--- src/common/mcca_pkg.sv ---
// Package with register map, field positions and reset values of the motor configuration block
package mcca_pkg;
   localparam logic [7:0] ADDR_CONFIG_A = 8'h00;
   localparam logic [7:0] ADDR_PHASE_STATE = 8'h04;
   localparam logic [7:0] ADDR_CONTROL_B = 8'h08;
   localparam logic [7:0] ADDR_SAMPLER = 8'h0C;
   localparam logic [7:0] ADDR_FILTER = 8'h10;
   localparam logic [7:0] ADDR_CONTROL_C = 8'h14;
   localparam logic [7:0] ADDR_COMPARE = 8'h18;
   localparam logic [7:0] ADDR_TIMER = 8'h1C;
   localparam logic [7:0] ADDR_STATUS = 8'h20;
   localparam logic [7:0] ADDR_PREV_ZC = 8'h24;
   localparam logic [7:0] ADDR_LAST_ZC = 8'h28;
   localparam int BIT_OUT_EN = 7;
   localparam int BIT_CLK_EN = 6;
   localparam int BIT_SENSOR = 5;
   localparam int BIT_DIRECT = 4;
   localparam int BIT_REG_MODE = 3;
   localparam int BIT_AUTO_SW = 2;
   localparam int BIT_ZC_GUARD = 1;
   localparam int BIT_CAPT_SRC = 0;
   localparam int BIT_ZS_KEEP = 0;
   localparam int BIT_RATE_SEL = 0;
   localparam logic [7:0] RESET_CONFIG_A = 8'h00;
   localparam logic [7:0] RESET_BYTE = 8'h00;
   localparam logic [1:0] RESP_OKAY = 2'h0;
   localparam logic [1:0] RESP_SLVERR = 2'h2;
   localparam logic [1:0] OPT_HIZ = 2'h0;
   localparam logic [1:0] OPT_HIGH = 2'h1;
   localparam logic [1:0] OPT_LOW = 2'h2;
endpackage

--- src/common/mcca_sync_if.sv ---
// Interface carrying one synchronised input and its agreed level
`timescale 1ns/100ps
interface mcca_sync_if;
   logic raw;
   logic level;
   modport sync (input raw, output level);
   modport user (output raw, input level);
endinterface

--- src/core/mcca_top.sv ---
// Motor control configuration register A with its side effects, AXI4-Lite slave
`timescale 1ns/100ps
module mcca_top (
   // Clock, enable and reset
   input wire logic aclk,
   input wire logic aresetn,
   input wire logic ce,
   // AXI4-Lite write address and data
   input wire logic [7:0] s_axi_awaddr,
   input wire logic s_axi_awvalid,
   output logic s_axi_awready,
   input wire logic [31:0] s_axi_wdata,
   input wire logic [3:0] s_axi_wstrb,
   input wire logic s_axi_wvalid,
   output logic s_axi_wready,
   // AXI4-Lite write response
   output logic [1:0] s_axi_bresp,
   output logic s_axi_bvalid,
   input wire logic s_axi_bready,
   // AXI4-Lite read
   input wire logic [7:0] s_axi_araddr,
   input wire logic s_axi_arvalid,
   output logic s_axi_arready,
   output logic [31:0] s_axi_rdata,
   output logic [1:0] s_axi_rresp,
   output logic s_axi_rvalid,
   input wire logic s_axi_rready,
   // Option bits and zero-crossing inputs
   input wire logic [11:0] output_reset_option,
   input wire logic zc_pin,
   input wire logic [7:0] zc_capture_value,
   // Motor drive outputs
   output logic [5:0] motor_drive_outputs,
   output logic [5:0] motor_drive_outputs_oe,
   // Mode and clocking status
   output logic periph_clk_en,
   output logic sensor_select,
   output logic regulation_mode_select,
   output logic parasitic_zc_guard,
   output logic [3:0] zero_filter_eff,
   output logic [7:0] mult_operand,
   output logic zc_sampling_run,
   output logic demag_sampling_run,
   output logic commutation_event
);
   typedef struct packed {
      logic [7:0] config_a;
      logic [7:0] phase_pre;
      logic [7:0] phase_act;
      logic [7:0] ctrl_b_pre;
      logic [7:0] ctrl_b_act;
      logic [7:0] sampler;
      logic [7:0] filter;
      logic [7:0] ctrl_c;
      logic [7:0] compare;
      logic [7:0] timer;
      logic [7:0] prev_zc;
      logic [7:0] last_zc;
      logic armed;
      logic comm;
      logic match_seen;
      logic aw_got;
      logic [7:0] aw_addr;
      logic w_got;
      logic [31:0] w_data;
      logic [3:0] w_strb;
      logic bvalid;
      logic [1:0] bresp;
      logic rvalid;
      logic [31:0] rdata;
      logic [1:0] rresp;
   } mcca_state_t;
   mcca_state_t q;
   mcca_state_t next_q;
   logic zc_level;
   logic cmp_match;
   logic do_write;
   logic wr_lane0;
   logic [7:0] wbyte;
   logic clk_on;
   logic comm_now;
   logic [7:0] rd_byte;
   logic rd_ok;
   mcca_sync_if zc_if ();
   assign zc_if.raw = zc_pin;
   assign zc_level = zc_if.level;
   mcca_sync u_zc_sync (
      .aclk(aclk),
      .aresetn(aresetn),
      .ce(ce),
      .s(zc_if)
   );
   assign clk_on = q.config_a[mcca_pkg::BIT_CLK_EN];
   assign do_write = q.aw_got && q.w_got && !q.bvalid;
   assign wr_lane0 = do_write && q.w_strb[0];
   assign wbyte = q.w_data[7:0];
   always_comb begin
      rd_ok = 1'b1;
      case (s_axi_araddr)
         mcca_pkg::ADDR_CONFIG_A: rd_byte = q.config_a;
         mcca_pkg::ADDR_PHASE_STATE: rd_byte = q.phase_pre;
         mcca_pkg::ADDR_CONTROL_B: rd_byte = q.ctrl_b_pre;
         mcca_pkg::ADDR_SAMPLER: rd_byte = q.sampler;
         mcca_pkg::ADDR_FILTER: rd_byte = q.filter;
         mcca_pkg::ADDR_CONTROL_C: rd_byte = q.ctrl_c;
         mcca_pkg::ADDR_COMPARE: rd_byte = q.compare;
         mcca_pkg::ADDR_TIMER: rd_byte = q.timer;
         mcca_pkg::ADDR_STATUS: rd_byte = {6'h00, q.armed, clk_on};
         mcca_pkg::ADDR_PREV_ZC: rd_byte = q.prev_zc;
         mcca_pkg::ADDR_LAST_ZC: rd_byte = q.last_zc;
         default: begin
            rd_byte = 8'h00;
            rd_ok = 1'b0;
         end
      endcase
   end
   // A compare match commutes once, on entry into the match, not on every cycle it lasts
   assign cmp_match = clk_on && q.config_a[mcca_pkg::BIT_AUTO_SW] && q.timer == q.compare;
   // Commutation on compare match while autoswitched and clocked, or direct phase write
   always_comb begin
      comm_now = 1'b0;
      if (cmp_match && !q.match_seen) begin
         comm_now = 1'b1;
      end
      if (wr_lane0 && q.aw_addr == mcca_pkg::ADDR_PHASE_STATE && q.config_a[mcca_pkg::BIT_DIRECT]) begin
         comm_now = 1'b1;
      end
   end
   always_comb begin
      next_q = q;
      if (ce) begin
         next_q.comm = comm_now;
         next_q.match_seen = cmp_match || comm_now;
         if (s_axi_awvalid && s_axi_awready) begin
            next_q.aw_got = 1'b1;
            next_q.aw_addr = s_axi_awaddr;
         end
         if (s_axi_wvalid && s_axi_wready) begin
            next_q.w_got = 1'b1;
            next_q.w_data = s_axi_wdata;
            next_q.w_strb = s_axi_wstrb;
         end
         // Peripheral clock gates the timer; writes below still land
         if (clk_on && q.config_a[mcca_pkg::BIT_AUTO_SW]) begin
            next_q.timer = q.timer + 8'h01;
         end
         if (comm_now) begin
            next_q.armed = 1'b1;
            next_q.timer = 8'h00;
            if (!q.config_a[mcca_pkg::BIT_DIRECT] && clk_on) begin
               next_q.phase_act = q.phase_pre;
               next_q.ctrl_b_act = q.ctrl_b_pre;
            end
         end
         // Zero-crossing capture history, only while clocked and sampling
         if (clk_on && zc_sampling_run && zc_level != q.sampler[7]) begin
            next_q.prev_zc = q.last_zc;
            next_q.last_zc = zc_capture_value;
            next_q.sampler[7] = zc_level;
         end
         if (do_write) begin
            next_q.aw_got = 1'b0;
            next_q.w_got = 1'b0;
            next_q.bvalid = 1'b1;
            next_q.bresp = mcca_pkg::RESP_OKAY;
            if (wr_lane0) begin
               case (q.aw_addr)
                  mcca_pkg::ADDR_CONFIG_A: next_q.config_a = wbyte;
                  mcca_pkg::ADDR_PHASE_STATE: begin
                     next_q.phase_pre = wbyte;
                     if (q.config_a[mcca_pkg::BIT_DIRECT]) begin
                        next_q.phase_act = wbyte;
                     end
                  end
                  mcca_pkg::ADDR_CONTROL_B: next_q.ctrl_b_pre = wbyte;
                  mcca_pkg::ADDR_SAMPLER: next_q.sampler[6:0] = wbyte[6:0];
                  mcca_pkg::ADDR_FILTER: next_q.filter = wbyte;
                  mcca_pkg::ADDR_CONTROL_C: next_q.ctrl_c = wbyte;
                  mcca_pkg::ADDR_COMPARE: next_q.compare = wbyte;
                  mcca_pkg::ADDR_TIMER: next_q.timer = wbyte;
                  mcca_pkg::ADDR_STATUS: next_q.bresp = mcca_pkg::RESP_OKAY;
                  mcca_pkg::ADDR_PREV_ZC: next_q.bresp = mcca_pkg::RESP_OKAY;
                  mcca_pkg::ADDR_LAST_ZC: next_q.bresp = mcca_pkg::RESP_OKAY;
                  default: next_q.bresp = mcca_pkg::RESP_SLVERR;
               endcase
            end
         end
         if (q.bvalid && s_axi_bready) begin
            next_q.bvalid = 1'b0;
         end
         if (s_axi_arvalid && s_axi_arready) begin
            next_q.rvalid = 1'b1;
            next_q.rdata = {24'h000000, rd_byte};
            next_q.rresp = rd_ok ? mcca_pkg::RESP_OKAY : mcca_pkg::RESP_SLVERR;
         end else if (q.rvalid && s_axi_rready) begin
            next_q.rvalid = 1'b0;
         end
      end
   end
   always_ff @(posedge aclk) begin
      if (!aresetn) begin
         q <= '0;
      end else begin
         q <= next_q;
      end
   end
   // Drive outputs: per-pin reset state from two option bits each
   always_comb begin
      for (int i = 0; i < 6; i++) begin
         if (q.config_a[mcca_pkg::BIT_OUT_EN]) begin
            motor_drive_outputs[i] = q.phase_act[i];
            motor_drive_outputs_oe[i] = 1'b1;
         end else begin
            motor_drive_outputs[i] = (output_reset_option[2*i +: 2] == mcca_pkg::OPT_HIGH);
            motor_drive_outputs_oe[i] = (output_reset_option[2*i +: 2] != mcca_pkg::OPT_HIZ);
         end
      end
   end
   assign periph_clk_en = clk_on;
   assign sensor_select = q.config_a[mcca_pkg::BIT_SENSOR];
   assign regulation_mode_select = q.config_a[mcca_pkg::BIT_REG_MODE];
   assign parasitic_zc_guard = q.config_a[mcca_pkg::BIT_ZC_GUARD];
   assign zero_filter_eff = parasitic_zc_guard ? 4'h0 : q.filter[3:0];
   assign mult_operand = q.config_a[mcca_pkg::BIT_CAPT_SRC] ? q.last_zc : q.prev_zc;
   always_comb begin
      zc_sampling_run = clk_on;
      if (!q.config_a[mcca_pkg::BIT_OUT_EN] && !q.config_a[mcca_pkg::BIT_SENSOR]
          && !q.ctrl_c[mcca_pkg::BIT_RATE_SEL]) begin
         zc_sampling_run = clk_on && q.sampler[mcca_pkg::BIT_ZS_KEEP];
      end
   end
   assign demag_sampling_run = clk_on;
   assign commutation_event = q.comm;
   // No new write is taken while a response waits
   assign s_axi_awready = !q.aw_got && !q.bvalid;
   assign s_axi_wready = !q.w_got && !q.bvalid;
   assign s_axi_bvalid = q.bvalid;
   assign s_axi_bresp = q.bresp;
   assign s_axi_arready = !q.rvalid;
   assign s_axi_rvalid = q.rvalid;
   assign s_axi_rdata = q.rdata;
   assign s_axi_rresp = q.rresp;
endmodule

--- src/core/mcca_sync.sv ---
// Three-stage synchroniser; level changes once stages two and three agree
`timescale 1ns/100ps
module mcca_sync (
   // Clock and reset
   input wire logic aclk,
   input wire logic aresetn,
   input wire logic ce,
   // Signal
   mcca_sync_if.sync s
);
   typedef struct packed {
      logic [2:0] stg;
      logic level;
   } mcca_sync_t;
   mcca_sync_t q;
   mcca_sync_t next_q;
   always_comb begin
      next_q = q;
      if (ce) begin
         next_q.stg = {q.stg[1:0], s.raw};
         if (q.stg[1] == q.stg[2]) begin
            next_q.level = q.stg[2];
         end
      end
   end
   always_ff @(posedge aclk) begin
      if (!aresetn) begin
         q <= '0;
      end else begin
         q <= next_q;
      end
   end
   assign s.level = q.level;
endmodule

--- config.mk ---
export PLATFORM = sky130hd
export DESIGN_NAME = mcca_top
export DESIGN_NICKNAME = d
export VERILOG_FILES = /design/src/common/mcca_pkg.sv /design/src/common/mcca_sync_if.sv /design/src/core/mcca_top.sv /design/src/core/mcca_sync.sv
export SDC_FILE = /design/constraint.sdc
export NUM_CORES = 1
export LEC_CHECK = 0
export ABC_AREA = 1
export BUFFER_PORTS_ARGS = -buffer_cell sky130_fd_sc_hd__buf_2
export CAP_MARGIN = 0
export CELL_PAD_IN_SITES_DETAIL_PLACEMENT = 1
export CELL_PAD_IN_SITES_GLOBAL_PLACEMENT = 1
export CORE_MARGIN = 10
export CORE_UTILIZATION = 40
export DETAILED_ROUTE_END_ITERATION = 10
export PLACE_DENSITY_LB_ADDON = 0.1
export SLEW_MARGIN = 20
export SYNTH_ARGS = -nofsm -noshare
export SYNTH_HDL_FRONTEND = slang
export SYNTH_SLANG_ARGS = --single-unit
--- constraint.sdc ---
create_clock -name aclk -period 5.64 [get_ports aclk]
set_clock_uncertainty 0.2 [all_clocks]
set_input_delay 0.282 -clock aclk [delete_from_list [all_inputs] [get_ports aclk]]
set_output_delay 0.282 -clock aclk [all_outputs]
set_load 0.005 [all_outputs]
Yosys cells after proc, flatten, opt, wreduce, memory -nomap -nowiden
Index checks and enable logic that the tools add are counted.
{"block": "totals", "register_bits": 155, "inputBits": 81, "output_inout_bits": 72, "elab_cells": 162}
{"block": "op_classes", "addsub": 1, "n_eq_ne": 29, "mux": 42, "n_reduce_logical": 63}
{"op": "two-way mux 8 bit", "count": 11}
{"op": "case mux 8 bit (11 select lines)", "count": 1}
{"op": "equality test 8 x 5 -> 1 bit, second input constant", "count": 8}
{"op": "equality test 8 x 6 -> 1 bit, second input constant", "count": 6}
{"op": "two-way mux 37 bit", "count": 1}
{"op": "equality test 8 x 4 -> 1 bit, second input constant", "count": 4}
{"op": "two-way mux 16 bit", "count": 2}
{"op": "AND reduction 4 bit", "count": 7}
{"op": "AND reduction 2 bit", "count": 11}
{"op": "OR reduction 11 bit", "count": 2}
{"op": "logical AND 1 bit", "count": 21}
{"op": "two-way mux 1 bit", "count": 21}
{"op": "nonzero test 2 bit", "count": 10}
{"op": "equality test 8 x 3 -> 1 bit, second input constant", "count": 2}
{"op": "zero test 8 bit", "count": 2}
{"op": "equality test 2 x 1 -> 1 bit, second input constant", "count": 6}
{"op": "zero test 1 bit", "count": 9}
{"op": "two-way mux 9 bit", "count": 1}
{"op": "adder 8 x 1 -> 8 bit, second input constant", "count": 1}
{"op": "equality test 8 bit", "count": 1}
{"op": "two-way mux 2 bit", "count": 3}
{"op": "two-way mux 4 bit", "count": 1}
{"op": "two-way mux 3 bit", "count": 1}
{"op": "equality test 1 bit", "count": 1}
{"op": "other kinds (2)", "count": 2}

Depth between registers and ports, before layout
Gate-level depths: netlist (run 1).
{"block": "logic_depth", "depth_word": 11, "depth_mapped": 11, "depth_no_buf": 11}

By module
From an unflattened synthesis (run 1), not the netlist that was laid out.
{"block": "hier_totals", "hier_cells": 900, "hier_area_um2": 6418.7}
{"mod": "mcca_top", "instances": 1, "cells_each": 877, "area_per_inst_um2": 6253.5, "seq_area_each_um2": 2402.3}
{"mod": "mcca_sync", "instances": 1, "cells_each": 23, "area_per_inst_um2": 165.2, "seq_area_each_um2": 80.1}

Least setup slack after synthesis (run 1)
No wires, ideal clock.
{"block": "synth_timing", "path_kind": "reg2reg", "start": "reg q[75] in the netlist's numbering", "end": "reg q[110] in the netlist's numbering", "setup_time_ps": 119, "arrival_time_ps": 1458, "slack_ps": 3862, "path_stages_with_launch": 11, "n_path_buf": 2, "synth_period_minus_slack_ps": 1778, "path_cell_list": "dfxtp_1 -> or2_1 -> buf_2 -> nor3_2 -> nand2_1 -> inv_2 -> nand3_2 -> and3_1 -> clkbuf_1 -> nand2_1 -> a21oi_1"}
{"block": "synth_between", "elab_chain_len": 8, "word_cells_on_any_way": 9, "cone_classes": "eq/ne: 2; mux: 5; reduce/logical: 2"}
{"item": "from (decl)", "line": "mcca_top.sv:73", "rtl": "mcca_state_t q;"}
{"item": "from (signal assigned)", "line": "mcca_top.sv:204", "rtl": "q <= next_q;"}
{"item": "equality test 8 x 3 -> 1 bit", "line": "mcca_top.sv:125", "rtl": "if (wr_lane0 && q.aw_addr == mcca_pkg::ADDR_PHASE_STATE && q.config_a[mcca_pkg::BIT_DIRECT]) begin"}
{"item": "logical AND 1 bit (2 in a row)", "line": "mcca_top.sv:125"}
{"item": "two-way mux 1 bit", "line": "mcca_top.sv:125"}
{"item": "two-way mux 8 bit", "line": "mcca_top.sv:147", "rtl": "if (comm_now) begin"}
{"item": "two-way mux 8 bit", "line": "mcca_top.sv:167", "rtl": "case (q.aw_addr)"}
{"item": "two-way mux 8 bit", "line": "mcca_top.sv:166", "rtl": "if (wr_lane0) begin"}
{"item": "two-way mux 8 bit *", "line": "mcca_top.sv:161", "rtl": "if (do_write) begin"}
Mark *: on every way between the ends. The rest lies on a longest branch, timed or not.
A chain may end at the register's enable or synchronous reset.

Worst setup path in the final report (run 1)
{"block": "layout_timing", "start": "in ce", "end": "reg q[136] in the netlist's numbering"}
{"block": "layout_between", "elab_chain_len": 1}
{"item": "from (decl)", "line": "mcca_top.sv:7", "rtl": "input wire logic ce,"}
{"item": "AND reduction 4 bit (no source line)"}
No other way between the ends.

==> results.sh, run 1 <==
export IMPL_drc=0
export IMPL_maxSlewHeadroom_pct=38.7
export IMPL_tightest_slew_ps=913
export IMPL_timing_final_setup_violations=0
export IMPL_vdd_ir_max_uv=232
export IMPL_global_route_usage_total_pct=19.9
export IMPL_swShare_pct=23.8
export IMPL_final_min_clock_period_ps=2480
export IMPL_antenna_found_initial=0
export IMPL_coreArea_sq_um=15300
export IMPL_holdCritPathClass="input pin to register"
export IMPL_drt_iter0_markers=345
export IMPL_num_nets_final=1083
export IMPL_path_clk_slew_ps=60
export IMPL_ys_warn_count=0
export IMPL_htree_num_levels=4
export IMPL_half_perimeter_wire_length_after_detailed_placement_um=15200
export IMPL_timing_critical_path_arrival_ps=2610
export IMPL_synth_edf_count=0
export IMPL_setup_tns_ps=0
export IMPL_clock_insertion_delay_at_the_later_pin_of_the_skew_report_ps=420
export IMPL_numCtsBuffers=17
export IMPL_p_seq_share_pct=41.5
export IMPL_run_status="completed"
export IMPL_grt_first_pass_wirelength_um=34400
export IMPL_cp_required_ps=5780
export IMPL_leak_pwr_nw=3.17
export IMPL_tritoncts="built"
export IMPL_cap_violations=0
export IMPL_overall_die_area_sq_um=21200
export IMPL_syn_area_sq_um=6290
export IMPL_maximum_number_of_pins_on_one_net_before_global_route_repair=72
export IMPL_die_width_um=145
export IMPL_preCtsSetupSlack_ps=2790
export IMPL_synth_distinct_cells=37
export IMPL_met2RoutedLength_um=10100
export IMPL_finalCritPeriodShare_pct=43.9
export IMPL_synth_sequential_area_ratio_pct=39.4
export IMPL_most_common_layout_cells="156 x nand2_1, 124 x nor2_1, 124 x dfxtp_1, 100 x o21ai_0, 99 x buf_2"
export IMPL_num_antenna_cells=0
export IMPL_finalMaxSlewViolations=0
export IMPL_route_met3_wl_um=1030
export IMPL_drt_pre_antenna_iters=5
export IMPL_clock_sinks=124
export IMPL_final_layout_size_suffix_gt1_share_pct=14.9
export IMPL_post_cts_resize_count=0
export IMPL_start_kind="input pin"
export IMPL_postLayoutSetupSlackWorst_ps=3160
export IMPL_cell_rows=45
export IMPL_maxClockFrequency_mhz=403
export IMPL_die_height_um=145
export IMPL_grt_pass1_vias=6190
export IMPL_synth_top_flop_cell="dfxtp_1"
export IMPL_detail_route_vias_per_cell=5.04
export IMPL_rsz0062_at_grt="no"
export IMPL_p_total_mw=2.19
export IMPL_port_buffer_cells=99
export IMPL_comb_power_share_pct=7.9
export IMPL_fillCellCount=1996
export IMPL_cts_root_to_sink_buffers=2
export IMPL_synth_avg_cell_area_sq_um=6.99
export IMPL_net_switching_power_uw=521
export IMPL_route_vias_total=6177
export IMPL_routabilityCongestion=0.861
export IMPL_postSynthRegisterBits=124
export IMPL_netlist_instances=900
export IMPL_ctsRootBufferMaster="clkbuf_16"
export IMPL_endpoint_class_of_the_critical_path="register"
export IMPL_power_density_nw_per_um2=288
export IMPL_highest_layer="met4"
export IMPL_detail_route_wirelength_met1_um=9880
export IMPL_drt_total_wl_um=21500
export IMPL_layout_cells_most_common="nand2_1"
export IMPL_io_pins=153
export IMPL_ant_nets=0
export IMPL_globalRouteOverflowTotal=0
export IMPL_wl_per_cell_um=17.6
export IMPL_cell_internal_pwr_mw=1.67
export IMPL_clockPowerShare_pct=50.6
export IMPL_start_util_pct=41.1
export IMPL_crit_type="input pin to register"
export IMPL_area_growth_pct=20.6
export IMPL_asyncSetResetFlopFracSynth_pct=0
export IMPL_hold_violations=0
export IMPL_crit_fanout=34
==> sequential cells by signal, indices dropped and copies added (netlist names) <==
register	count
commutation_event	1
demag_sampling_run	1
parasitic_zc_guard	1
q	103
regulation_mode_select	1
s_axi_bresp	1
s_axi_bvalid	1
s_axi_rdata	8
s_axi_rresp	1
s_axi_rvalid	1
sensor_select	1
u_zc_sync.q	3
u_zc_sync.s.level	1
==> final cells by class <==
cell class | instances | area, sq um | area share, %
Multi-Input combinational cell | 630 | 3090 | 40.7
Sequential cell | 124 | 2480 | 32.7
Timing Repair Buffer | 130 | 798 | 10.5
Clock buffer | 24 | 472 | 6.21
Inverter | 98 | 370 | 4.88
Tap cell | 211 | 264 | 3.48
Clock inverter | 8 | 115 | 1.52
==> critical path, stage by stage <==
cell and delay (ps):
buf_2 480, inv_2 290, nor3_2 230, inv_2 90
nor2_4 120, inv_4 100, nor4_4 690, nor2_1 100
a211oi_1 210
==> cells in the mapped netlist (6+ instances only) <==
master	number	share of area (%)
clkinv_1	9	0.54
nand3_1	45	3.6
nor2_4	6	1.1
buf_4	39	4.7
a211oi_1	44	5.2
a21oi_1	74	5.9
nor2_1	124	7.4
dfxtp_1	124	39
inv_1	84	5.0
xor2_1	6	0.83
o21ai_0	100	8.0
nand4_1	8	0.80
a22o_1	6	0.83
clkbuf_1	26	1.6
nand2_1	156	9.3
==> metal layers <==
metal | vias up | track usage, %
li1 | 3123 | -
met1 | 2873 | 24.8
met2 | 153 | 32.9
met3 | 28 | 4.53
met4 | 0 | 7.33
met5 | - | 0
==> worst paths after layout <==
kind | from | end | slack [ps] | cells after the start
worst max-delay path | ce | q[136] | 3160 | 9
worst min-delay path | s_axi_araddr[0] | s_axi_rresp[1] | 70 | 5
worst max register to register | q[182] | q[88] | 3190 | 5
worst min register to register | s_axi_rdata[0] | s_axi_rdata[0] | 260 | 2
==> per-stage QoR <==
step | util (%) | hold WS [ps] | cells | cell area, sq um
2_1_floorplan | - | 217 | 925 | 6390
3_3_place_gp | 43.9 | 255 | 1165 | 6720
3_5_place_dp | 43.9 | 257 | 1165 | 6720
4_1_cts | 49.5 | 69.3 | 1225 | 7590
5_1_grt | 49.6 | 96.4 | 1225 | 7590
6_report | 49.6 | 71.1 | 1225 | 7590
==> cells by family (layout without fill, tap and decap cells) <==
group / Yosys count / count (layout) / share of synthesized area (%)
DFF: 124 / 124 / 39.4
other: 1 / 26 / 0.0596
adders and majority gates: 1 / 1 / 0.199
AOI/OAI and AO/OA: 238 / 238 / 21.7
and+or+nand+nor: 357 / 357 / 24.4
buffers and inverters: 171 / 260 / 13.0
xor gates and xnor gates: 8 / 8 / 1.11
==> timing repair <==
action,in CTS,in global routing
endpoints found under the hold margin,28,0
buffers inserted,0,0
hold buffers,28,0
==> power by group through the flow <==
| stage | sequential (mW) | combinational (mW) | clock, mW |
|---|---|---|---|
| after floorplan | 0.921 | 0.109 | 0 |
| after global placement | 0.926 | 0.152 | 0 |
| after detailed placement | 0.926 | 0.155 | 0 |
| after CTS | 0.907 | 0.171 | 1.12 |
| after global routing | 0.910 | 0.193 | 1.16 |
| final | 0.908 | 0.172 | 1.11 |
(Power assumes the default switching activity.)
==> run 2: changes to the inputs <==
Settings changed: ABC_AREA 1 to 0, CORE_UTILIZATION 40 to 36.
Clock period 5.64 ns to 2 ns, I/O delays scaled along.
==> results.sh, run 2 <==
export IMPL_coreArea_sq_um=17500
export IMPL_synth_distinct_cells=63
export IMPL_postSynthRegisterBits=124
export IMPL_fillCellCount=2038
export IMPL_timing_final_setup_violations=14
export IMPL_synthTopCellsByCount="124 x dfxtp_1, 91 x nor2_1, 85 x mux2i_1, 62 x nand2_1, 52 x clkbuf_1"
export IMPL_clock_sinks=124
export IMPL_clockPowerShare_pct=52.1
export IMPL_die_height_um=154
export IMPL_grt_pass1_vias=6795
export IMPL_net_switching_power_mw=1.46
export IMPL_finalCritPeriodShare_pct=109
export IMPL_postLayoutSetupSlackWorst_ps=-179
export IMPL_grt_met2_usage_pct=34.6
export IMPL_antenna_found_initial=0
export IMPL_final_min_clock_period_ps=2180
export IMPL_asyncSetResetFlopFracSynth_pct=0
export IMPL_vdd_ir_max_uv=559
export IMPL_grt_first_pass_wirelength_um=38600
export IMPL_start_kind="register"
export IMPL_final_cells=1147
export IMPL_port_buffer_cells=99
export IMPL_layout_cell_area_non_filler_sq_um=8790
export IMPL_netlist_instances=739
export IMPL_synth_sequential_area_ratio_pct=38.4
export IMPL_htree_num_levels=4
export IMPL_tritoncts="built"
export IMPL_global_route_usage_total_pct=20.4
export IMPL_area_growth_pct=36.0
export IMPL_routabilityCongestion=0.930
export IMPL_leak_pwr_nw=4.07
export IMPL_p_seq_share_pct=39.4
export IMPL_min_delay_path_depth=5
export IMPL_timing_critical_path_arrival_ps=2310
export IMPL_num_antenna_cells=0
export IMPL_postPlaceCellArea_sq_um=7550
export IMPL_holdCritPathClass="input pin to register"
export IMPL_cp_required_ps=2130
export IMPL_crit_fanout=6
export IMPL_ctsRootBufferMaster="clkbuf_16"
export IMPL_globalRouteOverflowTotal=0
export IMPL_groute_layer_met1_usage_pct=24.6
export IMPL_run_status="finished, violations left"
export IMPL_regToRegSetupSlack_ps=-180
export IMPL_maxSlewHeadroom_pct=48.1
export IMPL_detail_route_vias_per_cell=5.49
export IMPL_synth_largest_area_cell="dfxtp_1"
export IMPL_die_width_um=154
export IMPL_route_vias_total=6302
export IMPL_comb_power_share_pct=8.5
export IMPL_start_util_pct=37.0
export IMPL_critical_path_reg2reg_endpoint="q[164]"
export IMPL_grt_busiest_layer="met2"
export IMPL_post_synth_top_count_cell="dfxtp_1"
export IMPL_final_layout_size_suffix_gt1_share_pct=31.0
export IMPL_power_density_nw_per_um2=732
export IMPL_yosysTopAreaCellShare_pct=38.4
export IMPL_crit_type="register to register"
export IMPL_post_synth_main_area_contributors="dfxtp_1 38%, mux2i_1 13%, nor2_1 5.3%"
export IMPL_clock_insertion_delay_at_the_later_pin_of_the_skew_report_ps=420
export IMPL_multiInputGateArea_sq_um=3740
export IMPL_drt_total_wl_um=25100
export IMPL_cap_violations=0
export IMPL_syn_area_sq_um=6470
export IMPL_layout_cells_most_common="dfxtp_1"
export IMPL_finalMaxSlewViolations=0
export IMPL_hold_violations=0
export IMPL_synth_top_flop_cell="dfxtp_1"
export IMPL_drc=0
export IMPL_area_sequential_sq_um=2490
export IMPL_endpoint_class_of_the_critical_path="register"
export IMPL_met3_usage_pct=5.08
export IMPL_top_register="q"
export IMPL_cell_rows=48
export IMPL_ff2ff_path_depth=6
export IMPL_crit_chain="xor2_1 > a221o_1 > or4_4 > buf_12 > or2_4 > a211oi_2"
export IMPL_most_common_layout_cells="121 x dfxtp_1, 101 x buf_2, 91 x nor2_1, 83 x mux2i_1, 78 x buf_4"
export IMPL_maximum_number_of_pins_on_one_net_before_global_route_repair=109
export IMPL_worst_setup_path_startpoint="q[107]"
export IMPL_maxClockFrequency_mhz=459
export IMPL_dp_cells=1077
export IMPL_numCtsBuffers=17
export IMPL_failed_checks="setup timing"
export IMPL_worstReg2RegStart="q[107]"
export IMPL_synth_edf_count=0
export IMPL_overall_die_area_sq_um=23700
export IMPL_drt_pre_antenna_iters=5
export IMPL_ant_nets=0
export IMPL_cell_internal_pwr_mw=4.98
export IMPL_drt_iter0_markers=435
export IMPL_crit_path_max_incr_delay_ps=480
export IMPL_num_nets_final=993
export IMPL_swShare_pct=22.6
export IMPL_half_perimeter_wire_length_after_detailed_placement_um=18000
export IMPL_path_clk_slew_ps=60
export IMPL_wl_per_cell_um=21.9
export IMPL_worst_path_max_delay_cell="or4_4"
export IMPL_synth_avg_cell_area_sq_um=8.75
export IMPL_worst_setup_path_endpoint="q[164]"
export IMPL_rsz0062_at_grt="yes"
export IMPL_cts_root_to_sink_buffers=2
export IMPL_tightest_slew_ps=771
export IMPL_largest_register_ffs=103
export IMPL_ys_warn_count=0
export IMPL_io_pins=153
export IMPL_fin_util_pct=50.3
[run 2: power by group through the flow]
stage	combinational (mW)	sequential [mW]	clock [mW]
after floorplan	0.269	2.57	0
after global placement	0.459	2.58	0
after detailed placement	0.471	2.58	0
after CTS	0.527	2.53	3.39
after global routing	0.595	2.53	3.50
final	0.547	2.53	3.35
[run 2: critical path, delay by kind of cell (launching register included)]
kind	cells	cell delay (ps)
DFF	1	320
xor gates and xnor gates	1	160
AOI/OAI and AO/OA	2	500
buffers and inverters	1	160
and+or+nand+nor	2	750
[run 2: final cells by class]
class	instances	area share (%)
multi-input combinational	536	42.5
sequential	124	28.3
timing repair buffer	224	18.4
clock buffer	24	5.71
tap	225	3.20
clock inverter	6	1.51
inverter	8	0.342
[run 2: cell families after synthesis]
kind of cell	count (synthesis)	share of synthesized area (%)
adder cells (fa/ha/maj)	1	0.193
XOR/XNOR	7	0.948
AND/OR/NAND/NOR	260	19.5
multiplexers	106	17.3
buffers and inverters	104	8.46
other	1	0.0580
AO/OA/AOI/OAI	136	15.2
flip-flops	124	38.4
[run 2: stage by stage]
| stage | hold WS [ps] | setup TNS, ps | total power [mW] | worst slack (ps) |
|---|---|---|---|---|
| finish | 58.9 | -1610 | 6.43 | -179 |
| global route | 73.0 | -2490 | 6.63 | -234 |
| CTS | 49.2 | -1920 | 6.45 | -172 |
| detailed placement | 140 | -4740 | 3.05 | -323 |
| global placement | 129 | -3490 | 3.04 | -257 |
| floorplan | 36.0 | -1620 | 2.84 | -132 |
[run 2: metal layers]
layer	share of wire [%]	up-vias
met5	0	-
li1	-	2943
met4	2.5	0
met1	43	3113
met3	6.0	40
met2	49	206
[run 2: worst min path at each step]
stage	to	from
4_1_cts	q[43]	s_axi_wvalid
3_5_place_dp	q[88]	zc_capture_value[1]
5_1_grt	q[48]	s_axi_wvalid
3_3_place_gp	q[93]	zc_capture_value[6]
6_report	q[43]	s_axi_wvalid
2_1_floorplan	q[38]	s_axi_wstrb[0]
[run 2: what timing repair did]
item | CTS | global route
pin swaps | 3 | 5
setup buffers | 4 | 2
hold endpoints to repair | 37 | 0
hold buffers | 32 | 0
gates cloned | 1 | 1
gates resized for setup | 21 | 33
setup endpoints to repair | 30 | 61
